### src/design/ctf_defs.vh
// constants for the four-channel counter/timer with terminal filters
// assumes an apb slave at 20 mhz, 32-bit data, word-aligned registers
`ifndef CTF_DEFS_VH
`define CTF_DEFS_VH
// ***********************************************
// register byte offsets, per-channel stride 0x20
// ***********************************************
`define CTF_CH_STRIDE      8'h20
`define CTF_OFF_CTRL       8'h00
`define CTF_OFF_COUNT      8'h04
`define CTF_OFF_PULSES     8'h08
`define CTF_OFF_HALFPER    8'h0C
`define CTF_OFF_FIFO       8'h10
`define CTF_OFF_STATUS     8'h14
`define CTF_OFF_AUX        8'h18
`define CTF_OFF_FLT_EN     8'h80
`define CTF_OFF_FLT_SET    8'h84
`define CTF_OFF_FLT_CUST   8'h88
`define CTF_OFF_TERM_DIR   8'h8C
`define CTF_OFF_TERM_OUT   8'h90
`define CTF_OFF_TERM_IN    8'h94
// ***********************************************
// control fields
// ***********************************************
`define CTF_C_MODE_LO      0
`define CTF_C_MODE_HI      2
`define CTF_C_TIMING       3
`define CTF_C_SWARM        4
`define CTF_C_HWARM_EN     5
`define CTF_C_DISARM       6
`define CTF_C_PAUSE_EN     7
`define CTF_C_PAUSE_LVL    8
`define CTF_C_CONT         9
`define CTF_C_RETRIG       10
`define CTF_C_DIR_DOWN     11
`define CTF_C_SRC_LO       12
`define CTF_C_SRC_HI       14
`define CTF_C_GATE_LO      15
`define CTF_C_GATE_HI      17
`define CTF_C_ARM_LO       18
`define CTF_C_ARM_HI       20
`define CTF_C_SCLK_LO      21
`define CTF_C_SCLK_HI      23
`define CTF_C_SW_STOP      24
// ***********************************************
// modes and timing
// ***********************************************
`define CTF_M_EDGE         3'd0
`define CTF_M_PWIDTH       3'd1
`define CTF_M_SEMI         3'd2
`define CTF_M_PERIOD       3'd3
`define CTF_M_POSITION     3'd4
`define CTF_M_PULSE_OUT    3'd5
`define CTF_T_IMPLICIT     1'b0
`define CTF_T_SAMPLED      1'b1
// ***********************************************
// filter settings and timing
// ***********************************************
`define CTF_F_SHORT        2'd0
`define CTF_F_MEDIUM       2'd1
`define CTF_F_HIGH         2'd2
`define CTF_F_CUSTOM       2'd3
`define CTF_CLK_HZ         20000000
`define CTF_FLT_SHORT_PS   112500
`define CTF_FLT_MED_NS     6400
`define CTF_FLT_HIGH_US    2560
`define CTF_SHORT_CYC  (((`CTF_FLT_SHORT_PS*20)+999999)/1000000)
`define CTF_MED_CYC    ((`CTF_FLT_MED_NS*(`CTF_CLK_HZ/1000000))/1000)
`define CTF_HIGH_CYC   ((`CTF_FLT_HIGH_US*(`CTF_CLK_HZ/1000000)))
`define CTF_FIFO_DEPTH     4
`define CTF_FIFO_AW        2
`define CTF_N_TERM         8
`define CTF_N_CH           4
`endif

### src/design/ctf_top.v
// four 32-bit counter/timers with filtered function terminals, apb slave
// assumes terminals are asynchronous and pass a two-flop synchroniser
`timescale 1ns/10ps
`include "ctf_defs.vh"

module ctf_top (
    input  wire        I_CORE_CLK,
    input  wire        I_RST,
    input  wire        I_PSEL,
    input  wire        I_PENABLE,
    input  wire        I_PWRITE,
    input  wire [7:0]  I_PADDR,
    input  wire [31:0] I_PWDATA,
    output reg  [31:0] O_PRDATA,
    output reg         O_PREADY,
    output reg         O_PSLVERR,
    input  wire [7:0]  I_TERM_IN,
    input  wire [3:0]  I_EVENTS,
    output reg  [7:0]  O_TERM_OUT,
    output reg  [7:0]  O_TERM_OE_N,
    output reg         O_FREQ_OUT
);

// ***********************************************
// terminal synchroniser and filters
// ***********************************************
reg  [7:0]  sync1_reg;
reg  [7:0]  sync2_reg;
reg  [7:0]  flt_en_reg;
reg  [15:0] flt_set_reg;
reg  [31:0] flt_cust_reg;
reg  [7:0]  term_dir_reg;
reg  [7:0]  term_out_reg;
reg  [7:0]  filt_reg;
reg  [31:0] flt_div_reg;
wire [7:0]  term_clean;

always @(posedge I_CORE_CLK or posedge I_RST) begin
    if (I_RST) begin
        sync1_reg <= 8'h00;
        sync2_reg <= 8'h00;
        flt_div_reg <= 32'h0000_0000;
    end else begin
        sync1_reg <= I_TERM_IN;
        sync2_reg <= sync1_reg;
        flt_div_reg <= flt_div_reg + 32'h0000_0001;
    end
end

localparam [31:0] short_cyc = `CTF_SHORT_CYC;
localparam [31:0] med_cyc   = `CTF_MED_CYC;
localparam [31:0] high_cyc  = `CTF_HIGH_CYC;

genvar t;
generate
    for (t = 0; t < `CTF_N_TERM; t = t + 1) begin : g_flt
        reg  [17:0] run_reg;
        reg  [17:0] lim;
        reg         tick;
        always @* begin
            // filter clock: core clock for short, medium and high; custom divider mask tick for custom
            case (flt_set_reg[2*t+1 -: 2])
                `CTF_F_SHORT: begin
                    lim = short_cyc[17:0];
                    tick = 1'b1;
                end
                `CTF_F_MEDIUM: begin
                    lim = med_cyc[17:0];
                    tick = 1'b1;
                end
                `CTF_F_HIGH: begin
                    lim = high_cyc[17:0];
                    tick = 1'b1;
                end
                default: begin
                    lim = {2'b00, flt_cust_reg[15:0]};
                    tick = ((flt_div_reg[15:0] & flt_cust_reg[31:16])
                            == 16'h0000);
                end
            endcase
        end
        always @(posedge I_CORE_CLK or posedge I_RST) begin
            if (I_RST) begin
                run_reg <= 18'h0_0000;
                filt_reg[t] <= 1'b0;
            end else if (!flt_en_reg[t]) begin
                run_reg <= 18'h0_0000;
                filt_reg[t] <= sync2_reg[t];
            end else if (sync2_reg[t] == filt_reg[t]) begin
                run_reg <= 18'h0_0000;
            end else if (tick) begin
                if (run_reg + 18'h0_0001 >= lim) begin
                    filt_reg[t] <= sync2_reg[t];
                    run_reg <= 18'h0_0000;
                end else begin
                    run_reg <= run_reg + 18'h0_0001;
                end
            end
        end
    end
endgenerate
assign term_clean = filt_reg;

// ***********************************************
// counter channels
// ***********************************************
reg  [31:0] ctrl_reg  [0:3];
reg  [31:0] count_reg [0:3];
reg  [31:0] aux_reg   [0:3];
reg  [31:0] pulses_reg[0:3];
reg  [31:0] half_reg  [0:3];
reg  [3:0]  armed_reg;
reg  [3:0]  freq_out_reg;
reg  [31:0] fifo_mem  [0:15];
reg  [2:0]  fifo_cnt_reg [0:3];
reg  [1:0]  fifo_rd_reg  [0:3];
reg  [3:0]  fifo_ovf_reg;
reg  [3:0]  cfg_err_reg;
reg  [3:0]  fifo_pop;
reg  [3:0]  ctrl_wr;
wire [15:0] sel_bus = {I_EVENTS, freq_out_reg, term_clean};

genvar c;
generate
    for (c = 0; c < `CTF_N_CH; c = c + 1) begin : g_ch
        wire [31:0] cr = ctrl_reg[c];
        wire [2:0]  mode = cr[`CTF_C_MODE_HI:`CTF_C_MODE_LO];
        wire src  = sel_bus[{1'b0, cr[`CTF_C_SRC_HI:`CTF_C_SRC_LO]}];
        wire gate = sel_bus[{1'b0, cr[`CTF_C_GATE_HI:`CTF_C_GATE_LO]}];
        wire harm = sel_bus[{1'b0, cr[`CTF_C_ARM_HI:`CTF_C_ARM_LO]}];
        wire sclk = sel_bus[{1'b1, cr[`CTF_C_SCLK_HI:`CTF_C_SCLK_LO]}];
        reg  src_d_reg, gate_d_reg, harm_d_reg, sclk_d_reg;
        reg  running_reg;
        wire src_re  = src & ~src_d_reg;
        wire gate_re = gate & ~gate_d_reg;
        wire gate_ch = gate ^ gate_d_reg;
        wire sclk_re = sclk & ~sclk_d_reg;
        wire paused  = cr[`CTF_C_PAUSE_EN] &
                       (gate == cr[`CTF_C_PAUSE_LVL]);
        // semi-period needs implicit; edge and position need sampled
        wire bad = ((mode == `CTF_M_SEMI) & cr[`CTF_C_TIMING]) |
                   (((mode == `CTF_M_EDGE) | (mode == `CTF_M_POSITION)) &
                    ~cr[`CTF_C_TIMING]);
        wire sample = armed_reg[c] & ~bad &
                      (cr[`CTF_C_TIMING] ? sclk_re :
                       (mode == `CTF_M_SEMI ? gate_ch : gate_re));
        wire [31:0] sval = (mode == `CTF_M_PERIOD) ? aux_reg[c] :
                           count_reg[c];
        wire push = sample & (mode != `CTF_M_PULSE_OUT);
        wire full = (fifo_cnt_reg[c] == 3'd4);
        always @(posedge I_CORE_CLK or posedge I_RST) begin
            if (I_RST) begin
                src_d_reg <= 1'b0;
                gate_d_reg <= 1'b0;
                harm_d_reg <= 1'b0;
                sclk_d_reg <= 1'b0;
                armed_reg[c] <= 1'b0;
                running_reg <= 1'b0;
                count_reg[c] <= 32'h0000_0000;
                aux_reg[c] <= 32'h0000_0000;
                freq_out_reg[c] <= 1'b0;
                fifo_cnt_reg[c] <= 3'd0;
                fifo_rd_reg[c] <= 2'd0;
                fifo_ovf_reg[c] <= 1'b0;
                cfg_err_reg[c] <= 1'b0;
            end else begin
                src_d_reg <= src;
                gate_d_reg <= gate;
                harm_d_reg <= harm;
                sclk_d_reg <= sclk;
                cfg_err_reg[c] <= bad;
                if (ctrl_wr[c] & I_PWDATA[`CTF_C_DISARM]) begin
                    armed_reg[c] <= 1'b0;
                    running_reg <= 1'b0;
                    freq_out_reg[c] <= 1'b0;
                end else if (ctrl_wr[c] & I_PWDATA[`CTF_C_SWARM]) begin
                    armed_reg[c] <= 1'b1;
                    count_reg[c] <= 32'h0000_0000;
                    aux_reg[c] <= 32'h0000_0000;
                end else if (!armed_reg[c] & cr[`CTF_C_HWARM_EN] &
                             harm & ~harm_d_reg) begin
                    armed_reg[c] <= 1'b1;
                    count_reg[c] <= 32'h0000_0000;
                    aux_reg[c] <= 32'h0000_0000;
                end else if (armed_reg[c]) begin
                    case (mode)
                        `CTF_M_EDGE, `CTF_M_POSITION: begin
                            if (src_re & ~paused)
                                count_reg[c] <= cr[`CTF_C_DIR_DOWN] ?
                                    count_reg[c] - 32'h0000_0001 :
                                    count_reg[c] + 32'h0000_0001;
                        end
                        `CTF_M_PWIDTH, `CTF_M_SEMI: begin
                            if (sample & ~cr[`CTF_C_TIMING])
                                count_reg[c] <= 32'h0000_0000;
                            else if (src_re & (gate | mode == `CTF_M_SEMI))
                                count_reg[c] <= count_reg[c] +
                                                32'h0000_0001;
                        end
                        `CTF_M_PERIOD: begin
                            // helper counter holds the last period
                            if (gate_re) begin
                                aux_reg[c] <= count_reg[c];
                                count_reg[c] <= 32'h0000_0000;
                            end else if (src_re)
                                count_reg[c] <= count_reg[c] +
                                                32'h0000_0001;
                        end
                        `CTF_M_PULSE_OUT: begin
                            if (!running_reg) begin
                                if (gate_re) begin
                                    running_reg <= 1'b1;
                                    count_reg[c] <= half_reg[c];
                                    aux_reg[c] <= pulses_reg[c];
                                end
                            end else if (cr[`CTF_C_RETRIG] & gate_re &
                                         ~cr[`CTF_C_CONT]) begin
                                count_reg[c] <= half_reg[c];
                                aux_reg[c] <= pulses_reg[c];
                                freq_out_reg[c] <= 1'b0;
                            end else if (!(cr[`CTF_C_CONT] & paused)) begin
                                if (count_reg[c] != 32'h0000_0000)
                                    count_reg[c] <= count_reg[c] -
                                                    32'h0000_0001;
                                else begin
                                    count_reg[c] <= half_reg[c];
                                    freq_out_reg[c] <= ~freq_out_reg[c];
                                    if (freq_out_reg[c] & ~cr[`CTF_C_CONT])
                                    begin
                                        aux_reg[c] <= aux_reg[c] -
                                                      32'h0000_0001;
                                        if (aux_reg[c] == 32'h0000_0001)
                                            running_reg <= 1'b0;
                                    end
                                end
                            end
                        end
                        default: begin
                            count_reg[c] <= count_reg[c];
                        end
                    endcase
                    if (cr[`CTF_C_CONT] & cr[`CTF_C_SW_STOP]) begin
                        running_reg <= 1'b0;
                        freq_out_reg[c] <= 1'b0;
                    end
                end
                if (push & ~full)
                    fifo_mem[{c[1:0], fifo_rd_reg[c] +
                        fifo_cnt_reg[c][1:0]}] <= sval;
                if (push & full & ~fifo_pop[c])
                    fifo_ovf_reg[c] <= 1'b1;
                else if (ctrl_wr[c] & I_PWDATA[`CTF_C_SWARM])
                    fifo_ovf_reg[c] <= 1'b0;
                if (fifo_pop[c] & fifo_cnt_reg[c] != 3'd0)
                    fifo_rd_reg[c] <= fifo_rd_reg[c] + 2'd1;
                case ({push & ~full,
                       fifo_pop[c] & (fifo_cnt_reg[c] != 3'd0)})
                    2'b10: fifo_cnt_reg[c] <= fifo_cnt_reg[c] + 3'd1;
                    2'b01: fifo_cnt_reg[c] <= fifo_cnt_reg[c] - 3'd1;
                    default: fifo_cnt_reg[c] <= fifo_cnt_reg[c];
                endcase
            end
        end
    end
endgenerate

// ***********************************************
// apb register access
// ***********************************************
wire       acc   = I_PSEL & I_PENABLE & ~O_PREADY;
wire       done  = I_PSEL & I_PENABLE & O_PREADY;
wire [1:0] ch    = I_PADDR[6:5];
wire [4:0] off   = I_PADDR[4:0];
wire       is_ch = ~I_PADDR[7];
reg  [31:0] rd_next;
reg         err_next;
integer k;

always @* begin
    rd_next = 32'h0000_0000;
    err_next = 1'b0;
    fifo_pop = 4'h0;
    ctrl_wr = 4'h0;
    if (is_ch) begin
        case ({3'b000, off})
            `CTF_OFF_CTRL: begin
                rd_next = ctrl_reg[ch];
                ctrl_wr[ch] = done & I_PWRITE;
            end
            `CTF_OFF_COUNT:   rd_next = count_reg[ch];
            `CTF_OFF_PULSES:  rd_next = pulses_reg[ch];
            `CTF_OFF_HALFPER: rd_next = half_reg[ch];
            `CTF_OFF_FIFO: begin
                rd_next = fifo_mem[{ch, fifo_rd_reg[ch]}];
                fifo_pop[ch] = done & ~I_PWRITE;
            end
            `CTF_OFF_STATUS:
                rd_next = {26'h000_0000, cfg_err_reg[ch], fifo_ovf_reg[ch],
                           fifo_cnt_reg[ch], armed_reg[ch]};
            `CTF_OFF_AUX:     rd_next = aux_reg[ch];
            default:          err_next = 1'b1;
        endcase
    end else begin
        case (I_PADDR)
            `CTF_OFF_FLT_EN:   rd_next = {24'h00_0000, flt_en_reg};
            `CTF_OFF_FLT_SET:  rd_next = {16'h0000, flt_set_reg};
            `CTF_OFF_FLT_CUST: rd_next = flt_cust_reg;
            `CTF_OFF_TERM_DIR: rd_next = {24'h00_0000, term_dir_reg};
            `CTF_OFF_TERM_OUT: rd_next = {24'h00_0000, term_out_reg};
            `CTF_OFF_TERM_IN:  rd_next = {24'h00_0000, term_clean};
            default:           err_next = 1'b1;
        endcase
    end
end

always @(posedge I_CORE_CLK or posedge I_RST) begin
    if (I_RST) begin
        O_PREADY <= 1'b0;
        O_PSLVERR <= 1'b0;
        O_PRDATA <= 32'h0000_0000;
        flt_en_reg <= 8'h00;
        flt_set_reg <= 16'h0000;
        flt_cust_reg <= 32'h0000_0001;
        term_dir_reg <= 8'h00;
        term_out_reg <= 8'h00;
        O_TERM_OUT <= 8'h00;
        O_TERM_OE_N <= 8'hFF;
        O_FREQ_OUT <= 1'b0;
        for (k = 0; k < 4; k = k + 1) begin
            ctrl_reg[k] <= 32'h0000_0000;
            pulses_reg[k] <= 32'h0000_0001;
            half_reg[k] <= 32'h0000_0001;
        end
    end else begin
        O_PREADY <= acc;
        O_PSLVERR <= acc & err_next;
        if (acc & ~I_PWRITE)
            O_PRDATA <= rd_next;
        // terminal is an output where dir bit set; bits 0-3 carry counters
        O_TERM_OE_N <= ~term_dir_reg;
        O_TERM_OUT <= {term_out_reg[7:4], freq_out_reg | term_out_reg[3:0]};
        O_FREQ_OUT <= freq_out_reg[0];
        if (done & I_PWRITE & ~err_next) begin
            if (is_ch) begin
                case ({3'b000, off})
                    // arm and disarm bits act once, not stored
                    `CTF_OFF_CTRL: ctrl_reg[ch] <= I_PWDATA &
                                                   32'hFEFF_FFAF;
                    `CTF_OFF_PULSES:  pulses_reg[ch] <= I_PWDATA;
                    `CTF_OFF_HALFPER: half_reg[ch] <= I_PWDATA;
                    default: ctrl_reg[ch] <= ctrl_reg[ch];
                endcase
                if (off == `CTF_OFF_CTRL)
                    ctrl_reg[ch][`CTF_C_SW_STOP] <= I_PWDATA[`CTF_C_SW_STOP];
            end else begin
                case (I_PADDR)
                    `CTF_OFF_FLT_EN:   flt_en_reg <= I_PWDATA[7:0];
                    `CTF_OFF_FLT_SET:  flt_set_reg <= I_PWDATA[15:0];
                    `CTF_OFF_FLT_CUST: flt_cust_reg <= I_PWDATA;
                    `CTF_OFF_TERM_DIR: term_dir_reg <= I_PWDATA[7:0];
                    `CTF_OFF_TERM_OUT: term_out_reg <= I_PWDATA[7:0];
                    default: term_out_reg <= term_out_reg;
                endcase
            end
        end
    end
end

endmodule // ctf_top

### config.mk
export PLATFORM = sky130hd
export DESIGN_NAME = ctf_top
export DESIGN_NICKNAME = d
export VERILOG_FILES = /design/src/design/ctf_top.v
export VERILOG_INCLUDE_DIRS = /design/src /design/src/design
export SDC_FILE = /design/constraint.sdc
export NUM_CORES = 2
export LEC_CHECK = 0
export BUFFER_PORTS_ARGS = -buffer_cell sky130_fd_sc_hd__buf_2
export CORE_MARGIN = 1
export CORE_UTILIZATION = 35
export CTS_BUF_LIST = sky130_fd_sc_hd__clkbuf_8 sky130_fd_sc_hd__clkbuf_16
export CTS_CLUSTER_DIAMETER = 40
export DETAILED_ROUTE_END_ITERATION = 16
export GPL_TIMING_DRIVEN = 1
export PLACE_DENSITY = 0.47
export SLEW_MARGIN = 0
export SYNTH_ARGS = -nofsm -noshare
export SYNTH_HDL_FRONTEND = slang
export SYNTH_SLANG_ARGS = --single-unit
### constraint.sdc
create_clock -name I_CORE_CLK -period 97.5 [get_ports I_CORE_CLK]
set_input_delay 19.5 -clock I_CORE_CLK [delete_from_list [all_inputs] [get_ports I_CORE_CLK]]
set_output_delay 19.5 -clock I_CORE_CLK [all_outputs]
set_load 0.01 [all_outputs]
### Word level (Yosys, flattened, before mapping)

Memory sizes are Yosys's and may differ from the RTL's.
Index checks and enable logic that the tools add are counted.

* bits of input ports: 57
* memory bits (writable): 512
* memories: 1
* register bits after elaboration: 1019
* output and inout port bits: 51

Memories
* fifo_mem: words 16, width 32, rd ports 1, clocked after Yosys merged registers in 0, write ports 4, RTL line ctf_top.v:114 `reg [31:0] fifo_mem [0:15];`

* bitwise logic cells: 186
* reductions and logical operators: 120
* $lt $le $gt $ge: 28
* $add $sub $neg: 37
* equality and inequality tests: 160
* muxes and demuxes: 404

Operators by type and width (count)
* $mux 32: 112
* $bwmux 128: 5
* $mux 18: 32
* $pmux 32 s4: 4
* $mux 128: 3
* $pmux 16 s3: 8
* $bmux 32 s2: 5
* $pmux 128 s2: 1
* $pmux 32 s2: 4
* $sub 32x1->32 const B: 8
* $pmux 32 s7: 1
* $pmux 32 s6: 1
* $mux 1: 191
* $add 32x1->32 const B: 5
* $add 18x1->18 const B: 8
* $ge 18x18->1: 8
* $demux 32 s2: 2
* $eq 32x1->1 const B: 4
* $reduce_bool 32->1: 4
* $and 1x1->1: 112
* $ne 6x6->1 const B: 12
* $reduce_and 8->1: 8
* $lt 3x5->1 const B: 12
* $reduce_bool 3->1: 20
* other kinds (63): 365

### Longest topological paths before layout

* depth after elaboration: 14
* depth in mapped cells: 16

### Worst setup path after synthesis

No wires, ideal clock.

* path kind: input-to-reg
* start: input port I_EVENTS[1]
* end: memory fifo_mem[2][0], enable pin
* slack: 73326 ps
* arrival time: 23673 ps
* setup time: 502 ps
* stages on the path: 6
* cell sequence: mux4_2 -> mux2i_1 -> nor2_1 -> a21oi_1 -> or4_1 -> nor4_1

RTL lines
* start: declaration: RTL line ctf_top.v:18 `input wire [3:0] I_EVENTS,`
* end: declaration: RTL line ctf_top.v:114

==> results.md <==
* Outcome: finished, final reports clean
* Die Width at 504 um
* Maximum capacitance violations at 0
* Startpoint types: input port
* Die ar. at 0.254 mm2
* Final worst-path cycle share at 23.8%
* Starting Density at 35.4%
* Synth top area cells: dfrtp_1 28%, edfxtp_1 17%, mux4_2 8.4%
* WL met3 at 57600 um
* Total number of vias at 77034
* DR DRC count at 0
* FMAX at 43.1 MHz
* Port buffer count at 107
* Initial antenna violation count at 66
* Post-CTS Setup Bufs at 0
* H-tree depth at 5
* Net Count, Synth at 8469
* WP buf/inv at 7
* Leakage at 42.3 nW
* M1 WL at 178000 um
* Drt pass-1 iters at 10
* Clock root cell: clkbuf_16
* Synth top area share at 28.0%
* Setup Skew at 0.0873 ns
* Core Footprint at 0.250 mm2
* Place WS at 73.11 ns
* Worst-skew pair later-pin latency at 0.98 ns
* WL met2 at 179000 um
* Clock Sinks at 1515
* First-pass GRT wire length at 605000 um
* CP Capture Type: asynchronous set/reset pin
* Most frequent cells in the layout: 986 x dfrtp_1, 796 x nand2_1, 554 x nor2_1
* Worst-path cell chain: buf_2 -> inv_8 -> buf_4 -> buf_4 -> buf_12 -> buf_4 -> buf_4
* Non-filler cells in the finished layout at 11928
* CP max-delay cell: buf_4
* Hold Path Class: reg -> reg
* Number of gates resized after cts at 0
* Arrival @ worst endpoint at 24.18 ns
* Most used DFF post-synth: dfrtp_1
* Sequential element share of the synthesized area at 45.9%
* Via density at 6.46
* Final Hold Fails at 0
* DPL Wire Length at 315000 um
* Cell taking the most area after synthesis: dfrtp_1
* Post-Synthesis Cell Area at 0.0882 mm2
* # rows at 183
* Share of cells above drive strength 1 at 22.8%
* CTS Buffer Depth at 4
* Post-synthesis area per instance at 10.7 um2
* Post-route cell area at 0.105 mm2
* Power Density at 19.9 mW/mm2
* WL/cell at 37.2 um
* Crit path top cell by count: buf_4
* Die Span Y at 504 um
* Area of the multi-input gates at 0.0450 mm2
* Final WL at 443000 um
* Nets at 8533
* Fillers at 23698
* Total CTS buffers at 344
* Most common cell after layout, fill and taps aside: dfrtp_1
* Area grow syn2layout at 18.6%
* Clock Pin Slew Worst Setup and Hold Paths at 0.05 ns
* Worst Tran Pin Value at 1.37 ns
* Tot Pwr at 2.08 mW
* Global Route Usage Sum at 34.0%
* EDFF count, synth at 512
* Largest net degree at the start of global routing at 146
* Worst slew margin at 7.84%
* Synth Instances at 8239
* Synth cell types at 108
* Io pins at 108
* Number of global-route vias before repair at 72338
* Placed insts at 11287
* Post-CTS Hold Fix Bufs at 0
* Worst endpoint required time at 98.45 ns
* Setup TNS at 0 ns
* CP max FO at 145
* Yosys Warn Count at 0
* Final setup violation count at 0
* Setup CP Type: in -> async
* Unrepaired setup endpoints after global routing: false
* FF+latch count, synth at 1515
* Iter 0 DRT Violations at 11755
* CTS tree: built
* Final worst slack at 74.27 ns
* Slowest stage delay, CP at 0.79 ns
* Register area at 0.0405 mm2
* Largest register FFs at 512
* Peak supply drop at 0.0191 mV
* Post-DRT Antenna Nets at 0
* DP Area at 0.0928 mm2
* Fraction of registers with async set/reset at 66.2%
* Gr ovfl total at 0
* Min cycle time layout at 23.23 ns
* Family with the most delay on the worst path: buffers and inverters
* Highest metal used: met5
* Routability-driven placement congestion ratio at 1.03
* Max-slew violations at 0
==> path summary, 6_finish.rpt <==
check                        startpoint                   end  slack, ns  cells after the start
max                               I_RST  g_flt[4].run_reg[13]      74.27                      7
min                        sync1_reg[2]          sync2_reg[2]       0.35                      0
max reg2reg                 filt_reg[3]           aux_reg[24]      91.28                     13
min reg2reg                sync1_reg[2]          sync2_reg[2]       0.35                      0
max in group I_CORE_CLK      I_PADDR[6]           O_PRDATA[4]      74.47                      9
min in group asynchronous         I_RST       fifo_cnt_reg[4]      18.76                      2
==> final cells by class <==
cell class              instances  share of cell area, %
clock inverters               239                   2.62
multi-input cells            5924                   43.0
well taps                    3330                   3.98
repair buffers                371                   2.44
inverters                     147                  0.534
clock buffers                 374                   8.68
flip-flops and latches       1515                   38.7
diodes                         28                 0.0669
==> worst register-to-register path: cells and delay by family, from the launching register on <==
| kind | cells | cell delay [ns] |
|---|---|---|
| flip-flops | 1 | 0.66 |
| multiplexers | 2 | 1.34 |
| buffers and inverters | 3 | 1.05 |
| adder cells (fa/ha/maj) | 1 | 0.43 |
| AND/OR/NAND/NOR | 4 | 1.71 |
| AO/OA/AOI/OAI | 3 | 0.81 |
==> power breakdown <==
| part | internal [mW] | switching, mW | leakage [nW] | total [mW] |
|---|---|---|---|---|
| Combinational | 0.0559 | 0.133 | 18.2 | 0.189 |
| Sequential | 0.674 | 0.0272 | 18.3 | 0.701 |
| Clock | 0.787 | 0.406 | 5.82 | 1.19 |
==> cell usage after synthesis (29+ instances only) <==
cell / number
xor2_1: 136
a311oi_1: 30
nor2_1: 577
a21oi_1: 391
a221oi_1: 73
nand2b_1: 70
clkbuf_1: 498
dfrtp_1: 986
o22ai_1: 41
o21ai_0: 513
nand3_1: 208
buf_2: 63
nand4_1: 100
inv_1: 147
mux4_2: 330
a221o_1: 29
o211ai_1: 51
nor3_1: 191
or2_2: 44
nand2_1: 803
a21o_1: 101
a211oi_1: 111
a31oi_1: 50
o221ai_1: 34
xnor2_1: 232
nor4_1: 106
ha_1: 169
a22oi_1: 100
buf_1: 84
or3_1: 76
o22a_1: 51
mux2i_1: 97
a22o_1: 77
edfxtp_1: 512
nor2b_1: 53
and3_1: 69
mux2_2: 484
o31ai_1: 88
and2_1: 51
==> metrics by stage <==
step	hold slack, ns	util (%)
detailed placement	0.335	37.2
CTS	0.349	41.9
global route	0.356	41.9
floorplan	0.331	-
finish	0.349	41.9
global placement	0.336	37.2
==> logic make-up (layout without fill, tap and decap cells) <==
family	after synthesis	count (layout)	synth area share [%]
and+or+nand+nor	2502	2502	13.7
other	0	28	0
muxes	913	913	15.7
buffers and inverters	800	1131	3.54
DFF	1515	1515	45.9
adders and majority gates	173	173	2.49
AOI/OAI and AO/OA	1968	1968	15.0
xor gates and xnor gates	368	368	3.65
==> per-layer routing <==
layer / vias up / global-route usage, %
met5: - / 1.26
met4: 18 / 19.5
met3: 1028 / 12.5
met2: 5023 / 46.7
met1: 39565 / 45.6
li1: 31400 / -
Power figures use the tool's default switching activity.
